--- config.mk ---
export PLATFORM = sky130hd
export DESIGN_NAME = cbc_bus_core
export DESIGN_NICKNAME = d
export VERILOG_FILES = /design/src/rtl/cbc_pkg.sv /design/src/rtl/cbc_phase_gen.sv /design/src/rtl/cbc_bus_core.sv
export SDC_FILE = /design/constraint.sdc
export NUM_CORES = 1
export LEC_CHECK = 0
export BUFFER_PORTS_ARGS = -buffer_cell sky130_fd_sc_hd__buf_2
export CORE_MARGIN = 2
export CORE_UTILIZATION = 40
export CTS_BUF_LIST = sky130_fd_sc_hd__clkbuf_4 sky130_fd_sc_hd__clkbuf_8 sky130_fd_sc_hd__clkbuf_16
export DETAILED_ROUTE_END_ITERATION = 10
export HOLD_SLACK_MARGIN = 0.12
export PLACE_DENSITY = 0.67
export SYNTH_ARGS = -nofsm -noshare
export SYNTH_HDL_FRONTEND = slang
export SYNTH_HIERARCHICAL = 1
export SYNTH_SLANG_ARGS = --single-unit
export TNS_END_PERCENT = 30
--- constraint.sdc ---
create_clock -name ref_clk -period 3.3 [get_ports ref_clk]
set_input_delay 0.33 -clock ref_clk [delete_from_list [all_inputs] [get_ports ref_clk]]
set_output_delay 0.33 -clock ref_clk [all_outputs]
set_load 0.01 [all_outputs]
--- src/rtl/cbc_pkg.sv ---
// shared constants for the bus-control front end
package cbc_pkg;
    // phase timing: each clock phase lasts at least this long
    localparam int PHASE_NS = 250;
    localparam int REF_CLK_MHZ = 40;
    localparam int PHASE_CYCLES = (PHASE_NS * REF_CLK_MHZ + 999) / 1000;

    // initialization length after the reset input rises, in bus cycles
    localparam logic [2:0] RESET_INIT_CYCLES = 3'h6;

    // vector addresses, low byte location of each pair
    localparam logic [15:0] VEC_NMI = 16'hFFFA;
    localparam logic [15:0] VEC_RESET = 16'hFFFC;
    localparam logic [15:0] VEC_IRQ = 16'hFFFE;

    // stack page and stack pointer value after reset
    localparam logic [7:0] STACK_PAGE = 8'h01;
    localparam logic [7:0] SP_RESET = 8'hFF;

    // status bit positions and value after reset
    localparam int STAT_MASK_BIT = 2;
    localparam int STAT_OVF_BIT = 6;
    localparam logic [7:0] STATUS_RESET = 8'h34;

    // addressing modes reported by the outside opcode decoder
    typedef enum logic [2:0] {
        MODE_IMPLIED = 3'b000,
        MODE_ACCUM = 3'b001,
        MODE_IMMED = 3'b010,
        MODE_ZPAGE = 3'b011,
        MODE_ZPAGE_IDX = 3'b100,
        MODE_ABS = 3'b101,
        MODE_ABS_IDX = 3'b110,
        MODE_SPARE = 3'b111
    } cbc_mode_e;

    // bus sequencer states
    typedef enum logic [3:0] {
        ST_RST_HOLD = 4'b0000,
        ST_RST_INIT = 4'b0001,
        ST_VEC_LO = 4'b0010,
        ST_VEC_HI = 4'b0011,
        ST_FETCH = 4'b0100,
        ST_DECODE = 4'b0101,
        ST_ZP_IDX = 4'b0110,
        ST_ABS_HI = 4'b0111,
        ST_DATA = 4'b1000,
        ST_INT_DUMMY = 4'b1001,
        ST_PUSH_HI = 4'b1010,
        ST_PUSH_LO = 4'b1011,
        ST_PUSH_STAT = 4'b1100
    } cbc_state_e;
endpackage : cbc_pkg

--- src/rtl/cbc_phase_gen.sv ---
`timescale 1ns/1ps
`default_nettype none
// two-phase non-overlapping cycle generator driven by a free-running reference clock counter
module cbc_phase_gen
    import cbc_pkg::*;
#(
    parameter int PHASE_LEN = PHASE_CYCLES
) (
    input wire logic ref_clk,
    input wire logic reset_n,
    output logic phase1,
    output logic phase2,
    output logic phase1End,
    output logic phase2End
);
    logic [15:0] countReg;
    logic lastTick;

    assign lastTick = (countReg == 16'(PHASE_LEN - 1));

    // phase length counter
    always_ff @(posedge ref_clk or negedge reset_n) begin
        if (!reset_n) begin
            countReg <= 16'h0000;
        end else if (lastTick) begin
            countReg <= 16'h0000;
        end else begin
            countReg <= countReg + 16'h0001;
        end
    end

    // phase levels, never high together
    always_ff @(posedge ref_clk or negedge reset_n) begin
        if (!reset_n) begin
            phase1 <= 1'b1;
            phase2 <= 1'b0;
        end else if (lastTick) begin
            phase1 <= phase2;
            phase2 <= phase1;
        end
    end

    // one-cycle strobes at the close of each phase
    always_ff @(posedge ref_clk or negedge reset_n) begin
        if (!reset_n) begin
            phase1End <= 1'b0;
            phase2End <= 1'b0;
        end else begin
            phase1End <= lastTick && phase1;
            phase2End <= lastTick && phase2;
        end
    end
endmodule : cbc_phase_gen
`default_nettype wire

--- src/rtl/cbc_bus_core.sv ---
`timescale 1ns/1ps
`default_nettype none
module cbc_bus_core
    import cbc_pkg::*;
#(
    parameter int PHASE_LEN = PHASE_CYCLES
) (
    input wire logic ref_clk,
    input wire logic reset_n,
    input wire logic resetInputN,
    input wire logic holdIn,
    input wire logic irqN,
    input wire logic nmiN,
    input wire logic setOverflowN,
    input wire logic dataOutputGate,
    input wire logic [7:0] dataIn,
    input wire logic [2:0] decodeMode,
    input wire logic decodeStore,
    input wire logic decodeUseY,
    input wire logic [7:0] indexX,
    input wire logic [7:0] indexY,
    input wire logic [7:0] storeData,
    input wire logic statusLoad,
    input wire logic [7:0] statusIn,
    output logic phase1Out,
    output logic phase2Out,
    output logic [15:0] addrOut,
    output logic [7:0] dataOut,
    output logic dataOe,
    output logic readWrite,
    output logic opFetch,
    output logic [7:0] opcodeOut,
    output logic [7:0] operandOut,
    output logic operandValid,
    output logic [15:0] effAddrOut,
    output logic [7:0] statusOut
);
    // index arithmetic
    function automatic logic [15:0] zeroPageIndex(input logic [7:0] base, input logic [7:0] idx);
        logic [7:0] sum;
        sum = base + idx;
        return {8'h00, sum};
    endfunction : zeroPageIndex

    function automatic logic [15:0] absIndex(input logic [15:0] base, input logic [7:0] idx);
        return base + {8'h00, idx};
    endfunction : absIndex

    logic phase1;
    logic phase2;
    logic phase1End;
    logic phase2End;

    cbc_state_e stateReg;
    cbc_state_e stateNext;
    logic [15:0] pcReg;
    logic [15:0] pcNext;
    logic [7:0] spReg;
    logic [7:0] spNext;
    logic [7:0] baseLoReg;
    logic [7:0] baseLoNext;
    logic [15:0] eaReg;
    logic [15:0] eaNext;
    logic [15:0] vecReg;
    logic [15:0] vecNext;
    logic [2:0] initCountReg;
    logic [2:0] initCountNext;
    logic [15:0] addrNext;
    logic writeNext;
    logic syncNext;
    logic [7:0] wdataNext;
    logic operandNext;
    logic [7:0] operandDataNext;
    logic setMask;
    logic takeNmi;
    logic instrDone;
    logic stall;
    logic advance;
    logic nmiPrevReg;
    logic nmiPendReg;
    logic irqSampReg;
    logic soPrevReg;
    logic intWanted;
    logic [7:0] idxSel;
    logic [15:0] absBase;

    cbc_phase_gen #(
        .PHASE_LEN(PHASE_LEN)
    ) u_phase (
        .ref_clk(ref_clk),
        .reset_n(reset_n),
        .phase1(phase1),
        .phase2(phase2),
        .phase1End(phase1End),
        .phase2End(phase2End)
    );

    // phase outputs registered once more
    always_ff @(posedge ref_clk or negedge reset_n) begin
        if (!reset_n) begin
            phase1Out <= 1'b0;
            phase2Out <= 1'b0;
        end else begin
            phase1Out <= phase1;
            phase2Out <= phase2;
        end
    end

    // same stall freezes an opcode fetch cycle
    assign stall = readWrite && !holdIn;
    assign advance = phase2End && !stall;
    assign idxSel = decodeUseY ? indexY : indexX;
    assign absBase = {dataIn, baseLoReg};
    assign intWanted = holdIn && (nmiPendReg || (irqSampReg && !statusOut[STAT_MASK_BIT]));

    // interrupt inputs sampled at end of phase two
    always_ff @(posedge ref_clk or negedge reset_n) begin
        if (!reset_n) begin
            nmiPrevReg <= 1'b1;
            irqSampReg <= 1'b0;
        end else if (phase2End) begin
            nmiPrevReg <= nmiN;
            irqSampReg <= !irqN;
        end
    end

    // non-maskable edge latch, new edge wins over clear
    always_ff @(posedge ref_clk or negedge reset_n) begin
        if (!reset_n) begin
            nmiPendReg <= 1'b0;
        end else if (phase2End && nmiPrevReg && !nmiN) begin
            nmiPendReg <= 1'b1;
        end else if (advance && takeNmi) begin
            nmiPendReg <= 1'b0;
        end
    end

    // set-overflow input history, end of phase one
    always_ff @(posedge ref_clk or negedge reset_n) begin
        if (!reset_n) begin
            soPrevReg <= 1'b1;
        end else if (phase1End) begin
            soPrevReg <= setOverflowN;
        end
    end

    // status register, hardware sets win over outside loads
    always_ff @(posedge ref_clk or negedge reset_n) begin
        if (!reset_n) begin
            statusOut <= STATUS_RESET;
        end else begin
            statusOut <= statusLoad ? statusIn : statusOut;
            if (advance && setMask) begin
                statusOut[STAT_MASK_BIT] <= 1'b1;
            end
            if (phase1End && soPrevReg && !setOverflowN) begin
                statusOut[STAT_OVF_BIT] <= 1'b1;
            end
        end
    end

    // sequencer next state and next bus cycle
    always_comb begin
        stateNext = stateReg;
        pcNext = pcReg;
        spNext = spReg;
        baseLoNext = baseLoReg;
        eaNext = eaReg;
        vecNext = vecReg;
        initCountNext = initCountReg;
        operandNext = 1'b0;
        operandDataNext = operandOut;
        setMask = 1'b0;
        takeNmi = 1'b0;
        instrDone = 1'b0;
        unique case (stateReg)
            ST_RST_HOLD: begin
                initCountNext = 3'h0;
                if (resetInputN) begin
                    stateNext = ST_RST_INIT;
                end
            end
            // init cycles, then mask and reset vector
            ST_RST_INIT: begin
                initCountNext = initCountReg + 3'h1;
                if (initCountReg == RESET_INIT_CYCLES - 3'h1) begin
                    setMask = 1'b1;
                    vecNext = VEC_RESET;
                    spNext = SP_RESET;
                    stateNext = ST_VEC_LO;
                end
            end
            ST_VEC_LO: begin
                pcNext = {pcReg[15:8], dataIn};
                stateNext = ST_VEC_HI;
            end
            ST_VEC_HI: begin
                pcNext = {dataIn, pcReg[7:0]};
                stateNext = ST_FETCH;
            end
            ST_FETCH: begin
                pcNext = pcReg + 16'h0001;
                stateNext = ST_DECODE;
            end
            ST_DECODE: begin
                unique case (cbc_mode_e'(decodeMode))
                    // single-byte modes, byte two not consumed
                    MODE_IMPLIED, MODE_ACCUM, MODE_SPARE: begin
                        instrDone = 1'b1;
                    end
                    MODE_IMMED: begin
                        pcNext = pcReg + 16'h0001;
                        operandNext = 1'b1;
                        operandDataNext = dataIn;
                        instrDone = 1'b1;
                    end
                    MODE_ZPAGE: begin
                        pcNext = pcReg + 16'h0001;
                        eaNext = {8'h00, dataIn};
                        stateNext = ST_DATA;
                    end
                    MODE_ZPAGE_IDX: begin
                        pcNext = pcReg + 16'h0001;
                        baseLoNext = dataIn;
                        stateNext = ST_ZP_IDX;
                    end
                    MODE_ABS, MODE_ABS_IDX: begin
                        pcNext = pcReg + 16'h0001;
                        baseLoNext = dataIn;
                        stateNext = ST_ABS_HI;
                    end
                endcase
            end
            // carry dropped, stays in page zero
            ST_ZP_IDX: begin
                eaNext = zeroPageIndex(baseLoReg, idxSel);
                stateNext = ST_DATA;
            end
            ST_ABS_HI: begin
                pcNext = pcReg + 16'h0001;
                eaNext = (cbc_mode_e'(decodeMode) == MODE_ABS_IDX) ?
                    absIndex(absBase, idxSel) : absBase;
                stateNext = ST_DATA;
            end
            ST_DATA: begin
                if (!decodeStore) begin
                    operandNext = 1'b1;
                    operandDataNext = dataIn;
                end
                instrDone = 1'b1;
            end
            ST_INT_DUMMY: begin
                stateNext = ST_PUSH_HI;
            end
            ST_PUSH_HI: begin
                spNext = spReg - 8'h01;
                stateNext = ST_PUSH_LO;
            end
            ST_PUSH_LO: begin
                spNext = spReg - 8'h01;
                stateNext = ST_PUSH_STAT;
            end
            ST_PUSH_STAT: begin
                spNext = spReg - 8'h01;
                setMask = 1'b1;
                takeNmi = nmiPendReg;
                vecNext = nmiPendReg ? VEC_NMI : VEC_IRQ;
                stateNext = ST_VEC_LO;
            end
            default: begin
                stateNext = ST_RST_HOLD;
            end
        endcase
        // interrupt begins after the instruction completes
        if (instrDone) begin
            stateNext = intWanted ? ST_INT_DUMMY : ST_FETCH;
        end
    end

    // bus cycle content for the state about to start
    always_comb begin
        addrNext = pcNext;
        writeNext = 1'b0;
        syncNext = 1'b0;
        wdataNext = 8'h00;
        unique case (stateNext)
            ST_VEC_LO: addrNext = vecNext;
            ST_VEC_HI: addrNext = vecNext | 16'h0001;
            ST_FETCH: syncNext = 1'b1;
            ST_ZP_IDX: addrNext = {8'h00, baseLoNext};
            ST_DATA: begin
                addrNext = eaNext;
                writeNext = decodeStore;
                wdataNext = storeData;
            end
            ST_PUSH_HI: begin
                addrNext = {STACK_PAGE, spNext};
                writeNext = 1'b1;
                wdataNext = pcNext[15:8];
            end
            ST_PUSH_LO: begin
                addrNext = {STACK_PAGE, spNext};
                writeNext = 1'b1;
                wdataNext = pcNext[7:0];
            end
            ST_PUSH_STAT: begin
                addrNext = {STACK_PAGE, spNext};
                writeNext = 1'b1;
                wdataNext = statusOut;
            end
            default: begin
                addrNext = pcNext;
            end
        endcase
    end

    // reset input low forces the idle read state
    always_ff @(posedge ref_clk or negedge reset_n) begin
        if (!reset_n) begin
            stateReg <= ST_RST_HOLD;
            pcReg <= 16'h0000;
            spReg <= SP_RESET;
            baseLoReg <= 8'h00;
            eaReg <= 16'h0000;
            vecReg <= VEC_RESET;
            initCountReg <= 3'h0;
        end else if (!resetInputN) begin
            stateReg <= ST_RST_HOLD;
            initCountReg <= 3'h0;
        end else if (advance) begin
            stateReg <= stateNext;
            pcReg <= pcNext;
            spReg <= spNext;
            baseLoReg <= baseLoNext;
            eaReg <= eaNext;
            vecReg <= vecNext;
            initCountReg <= initCountNext;
        end
    end

    // bus outputs change only at a cycle boundary, except direction and fetch flag forced while reset input low
    // direction high for reads, low for writes
    // fetch indicator held for the whole cycle
    always_ff @(posedge ref_clk or negedge reset_n) begin
        if (!reset_n) begin
            addrOut <= 16'h0000;
            readWrite <= 1'b1;
            opFetch <= 1'b0;
            dataOut <= 8'h00;
        end else if (!resetInputN) begin
            readWrite <= 1'b1;
            opFetch <= 1'b0;
        end else if (advance) begin
            addrOut <= addrNext;
            readWrite <= !writeNext;
            opFetch <= syncNext;
            dataOut <= wdataNext;
        end
    end

    // read cycles keep drivers off, tracks the direction flop
    // no drive while reset input low
    always_ff @(posedge ref_clk or negedge reset_n) begin
        if (!reset_n) begin
            dataOe <= 1'b0;
        end else begin
            dataOe <= dataOutputGate && resetInputN && (advance ? writeNext : !readWrite);
        end
    end

    // opcode capture at the end of the fetch cycle
    always_ff @(posedge ref_clk or negedge reset_n) begin
        if (!reset_n) begin
            opcodeOut <= 8'h00;
        end else if (advance && stateReg == ST_FETCH && resetInputN) begin
            opcodeOut <= dataIn;
        end
    end

    // operand delivery and effective address report
    always_ff @(posedge ref_clk or negedge reset_n) begin
        if (!reset_n) begin
            operandOut <= 8'h00;
            operandValid <= 1'b0;
            effAddrOut <= 16'h0000;
        end else begin
            operandValid <= advance && operandNext && resetInputN;
            if (advance && resetInputN) begin
                operandOut <= operandDataNext;
                effAddrOut <= eaNext;
            end
        end
    end
endmodule : cbc_bus_core
`default_nettype wire

==> run metrics <==
EDFF count, synth 0; post-route ant nets 0; Port Buffer Count 123; Vias 7630; area delta synth->final 20.75%; detailed placement HPWL 18640 um; fraction of registers with async set/reset 1.000; Peak VDD IR 372.4 uV; CTS root buffer clkbuf_16; critical path arrival 3.36 ns; clk slew on worst S/H paths 0.06 ns; worst endpoint required time 3.67 ns; Max Root-Sink Buffers 2; worst-path fanout max 19; Period minus WS final 2.989 ns; worst setup path class reg2reg; largest net degree at the start of global routing 81; number of I/O pins 124; #FFs+latches synth 148; Syn Nets 978; FP Rows 53; H-Tree Depth 4; FMAX 0.3345 GHz; min-delay worst type in2reg; share of layout cells above drive strength 1 0.2930; largest family of logic cells by synthesized area simple AND/OR/NAND/NOR gates; Max-Cap Viols 0; Final Skew 0.01244 ns; Placer Congestion 0.9173; Startpoint Class flip-flop; RSZ-0062 raised after global routing no; Ys Warns 6; Pleak 4.638 nW; Final Max Slew Viols 0; Compound-Gate Fraction of Synth Area 0.2057; most frequent cells in the layout 135 x nand2_1, 122 x buf_2, 118 x dfrtp_1; Die Wd 150.0 um; Final nets 1114; DRT Pass-1 Iters 5; TNS Setup 0 ns; GRT Resource Usage Total 0.2352; antenna violations before repair 0; Synth Cell Area 8527 um^2; TritonCTS clock tree done; Synth Area in XOR/XNOR 0.03595; Die Ht 150.0 um; first-pass GRT wire length 40680 um; pwr/cell area 406.8 nW/um^2; post-synth cell types 102; slew at the pin closest to its max-slew limit 0.7718 ns; fin util 0.4913; area of the multi-input gates 4478 um^2; vias in the first global route 7143; setup violators final 0; final hold vios 0; mux cell area share after synthesis 0.05415; Initial Util 0.4069; relative slew slack 0.4855; most common cell after layout, fill and taps aside nand2_1; Post-Synthesis Cells 909; DR WL/cell 19.47 um; CTS Sinks 148; Core ar. 20960 um^2; DRC viols 0; Avg Inst Size Synth 9.381 um^2; CP Capture Type flip-flop; gr ovfl total 0; Tcrit/Tclk final 0.9059; top_reg_cell synth dfrtp_1; Vias/cell 5.720; die area 22500 um^2; Reg area 3741 um^2; simple-gate share of the synthesized area 0.2060; Seq/Total Area, Yosys 0.4386; number of DRC markers in iteration 0 666; run status complete, no violations; fillers 1993; drt total wl 25970 um; clk_lat worst skew 0.43 ns; Inserted Clock Buffers 17; post-synthesis adder-cell area fraction 0.02289
==> per-stage QoR <==
step                instance area, um^2  setup WS, ns  hold WS [ns]  power, mW  cells
detailed placement                 9550        0.1830        0.4164      2.069   1291
finish                            10300        0.3106        0.1403      4.188   1334
global placement                   9550        0.2377        0.4123      2.068   1291
floorplan                          8527        0.3028       0.03441      1.955    909
global route                      10290       0.01582        0.1346      4.321   1333
CTS                               10290        0.3354        0.1245      4.231   1333
==> area by class of cell <==
class / count / area share
multi-input cells: 692 / 0.4349
flip-flops and latches: 148 / 0.3634
repair buffers: 171 / 0.1003
clock buffers: 17 / 0.04132
well taps: 275 / 0.03342
clock inverters: 15 / 0.02102
inverters: 15 / 0.005468
diodes: 1 / 0.0002430
==> critical path, stage by stage, from the launching register on <==
cell and delay (ns):
dfrtp_1 0.75, nand4bb_1 0.39, o31ai_4 0.46, a211oi_1 0.21, a311o_4 0.54, o22a_1 0.24, o211ai_1 0.16, o21a_1 0.17
==> cells by family after synthesis <==
logic type,count (synthesis)
AOI/OAI and AO/OA,244
xor gates and xnor gates,35
adders and majority gates,15
buffers and inverters,69
DFF,148
muxes,41
and+or+nand+nor,357
==> repair_timing <==
| item | in CTS | in global routing |
|---|---|---|
| buffers inserted | 0 | 0 |
| endpoints found under the setup margin | 0 | 1 |
| hold buffers | 10 | 0 |
| endpoints found under the hold margin | 65 | 0 |
| gates resized for setup | 0 | 1 |
==> flip-flops by register name, indices dropped and copies added, names as in the netlist, 3 cells and up <==
name and cells:
addrOut 16, eaReg 16, pcReg 16, u_phase/countReg 16, vecReg 15, baseLoReg 8
dataOut 8, opcodeOut 8, operandOut 8, spReg 8, statusOut 8, stateReg 4
initCountReg 3
==> final timing paths <==
path,slack [ns],startpoint,to,cells past startpoint
min,0.14,statusIn[4],statusOut[4],2
max,0.31,stateReg[2],addrOut[9],7
min in group asynchronous,0.49,reset_n,operandOut[3],2
max in group asynchronous,1.94,reset_n,spReg[4],3
min reg2reg,0.43,u_phase/phase1,phase1Out,0
max reg2reg,0.31,stateReg[2],addrOut[9],7
==> where the power goes <==
part	internal, mW	switching (mW)	total, mW	leakage [nW]
sequential	1.83	0.00998	1.84	1.93
combinational	0.0793	0.129	0.208	2.39
clock	1.29	0.851	2.14	0.318
total	3.20	0.989	4.19	4.64
==> per-layer routing <==
metal,track usage,up-vias,wire [um]
li1,-,3557,-
met1,0.3271,3709,11370
met2,0.3680,314,12030
met3,0.03994,50,1794
met4,0.08774,0,774
met5,0,-,0
==> synthesized netlist by cell type, drive strengths merged (6+ instances only) <==
cell type / count / area, um^2
mux2i: 6 / 60.06
nor2: 94 / 352.8
and2: 6 / 40.03
o211ai: 9 / 72.57
mux2: 35 / 401.6
dfrtp: 119 / 2978
inv: 14 / 52.55
or2: 14 / 87.58
nand2: 137 / 516.8
nand2b: 10 / 65.06
o21ai: 62 / 314.0
xnor2: 21 / 183.9
nand3: 22 / 110.1
a221oi: 15 / 143.9
o31ai: 10 / 93.84
buf: 19 / 123.9
clkbuf: 35 / 132.6
nor4: 7 / 50.05
nor4b: 6 / 71.32
nor2b: 9 / 56.30
a211oi: 13 / 97.59
dfstp: 29 / 762.0
nor3: 18 / 111.4
a31oi: 12 / 75.07
a21oi: 44 / 224.0
xor2: 14 / 122.6
ha: 14 / 175.2
o21a: 6 / 45.04
and3: 7 / 43.79
Note: power is estimated with default switching activity, not from simulation.
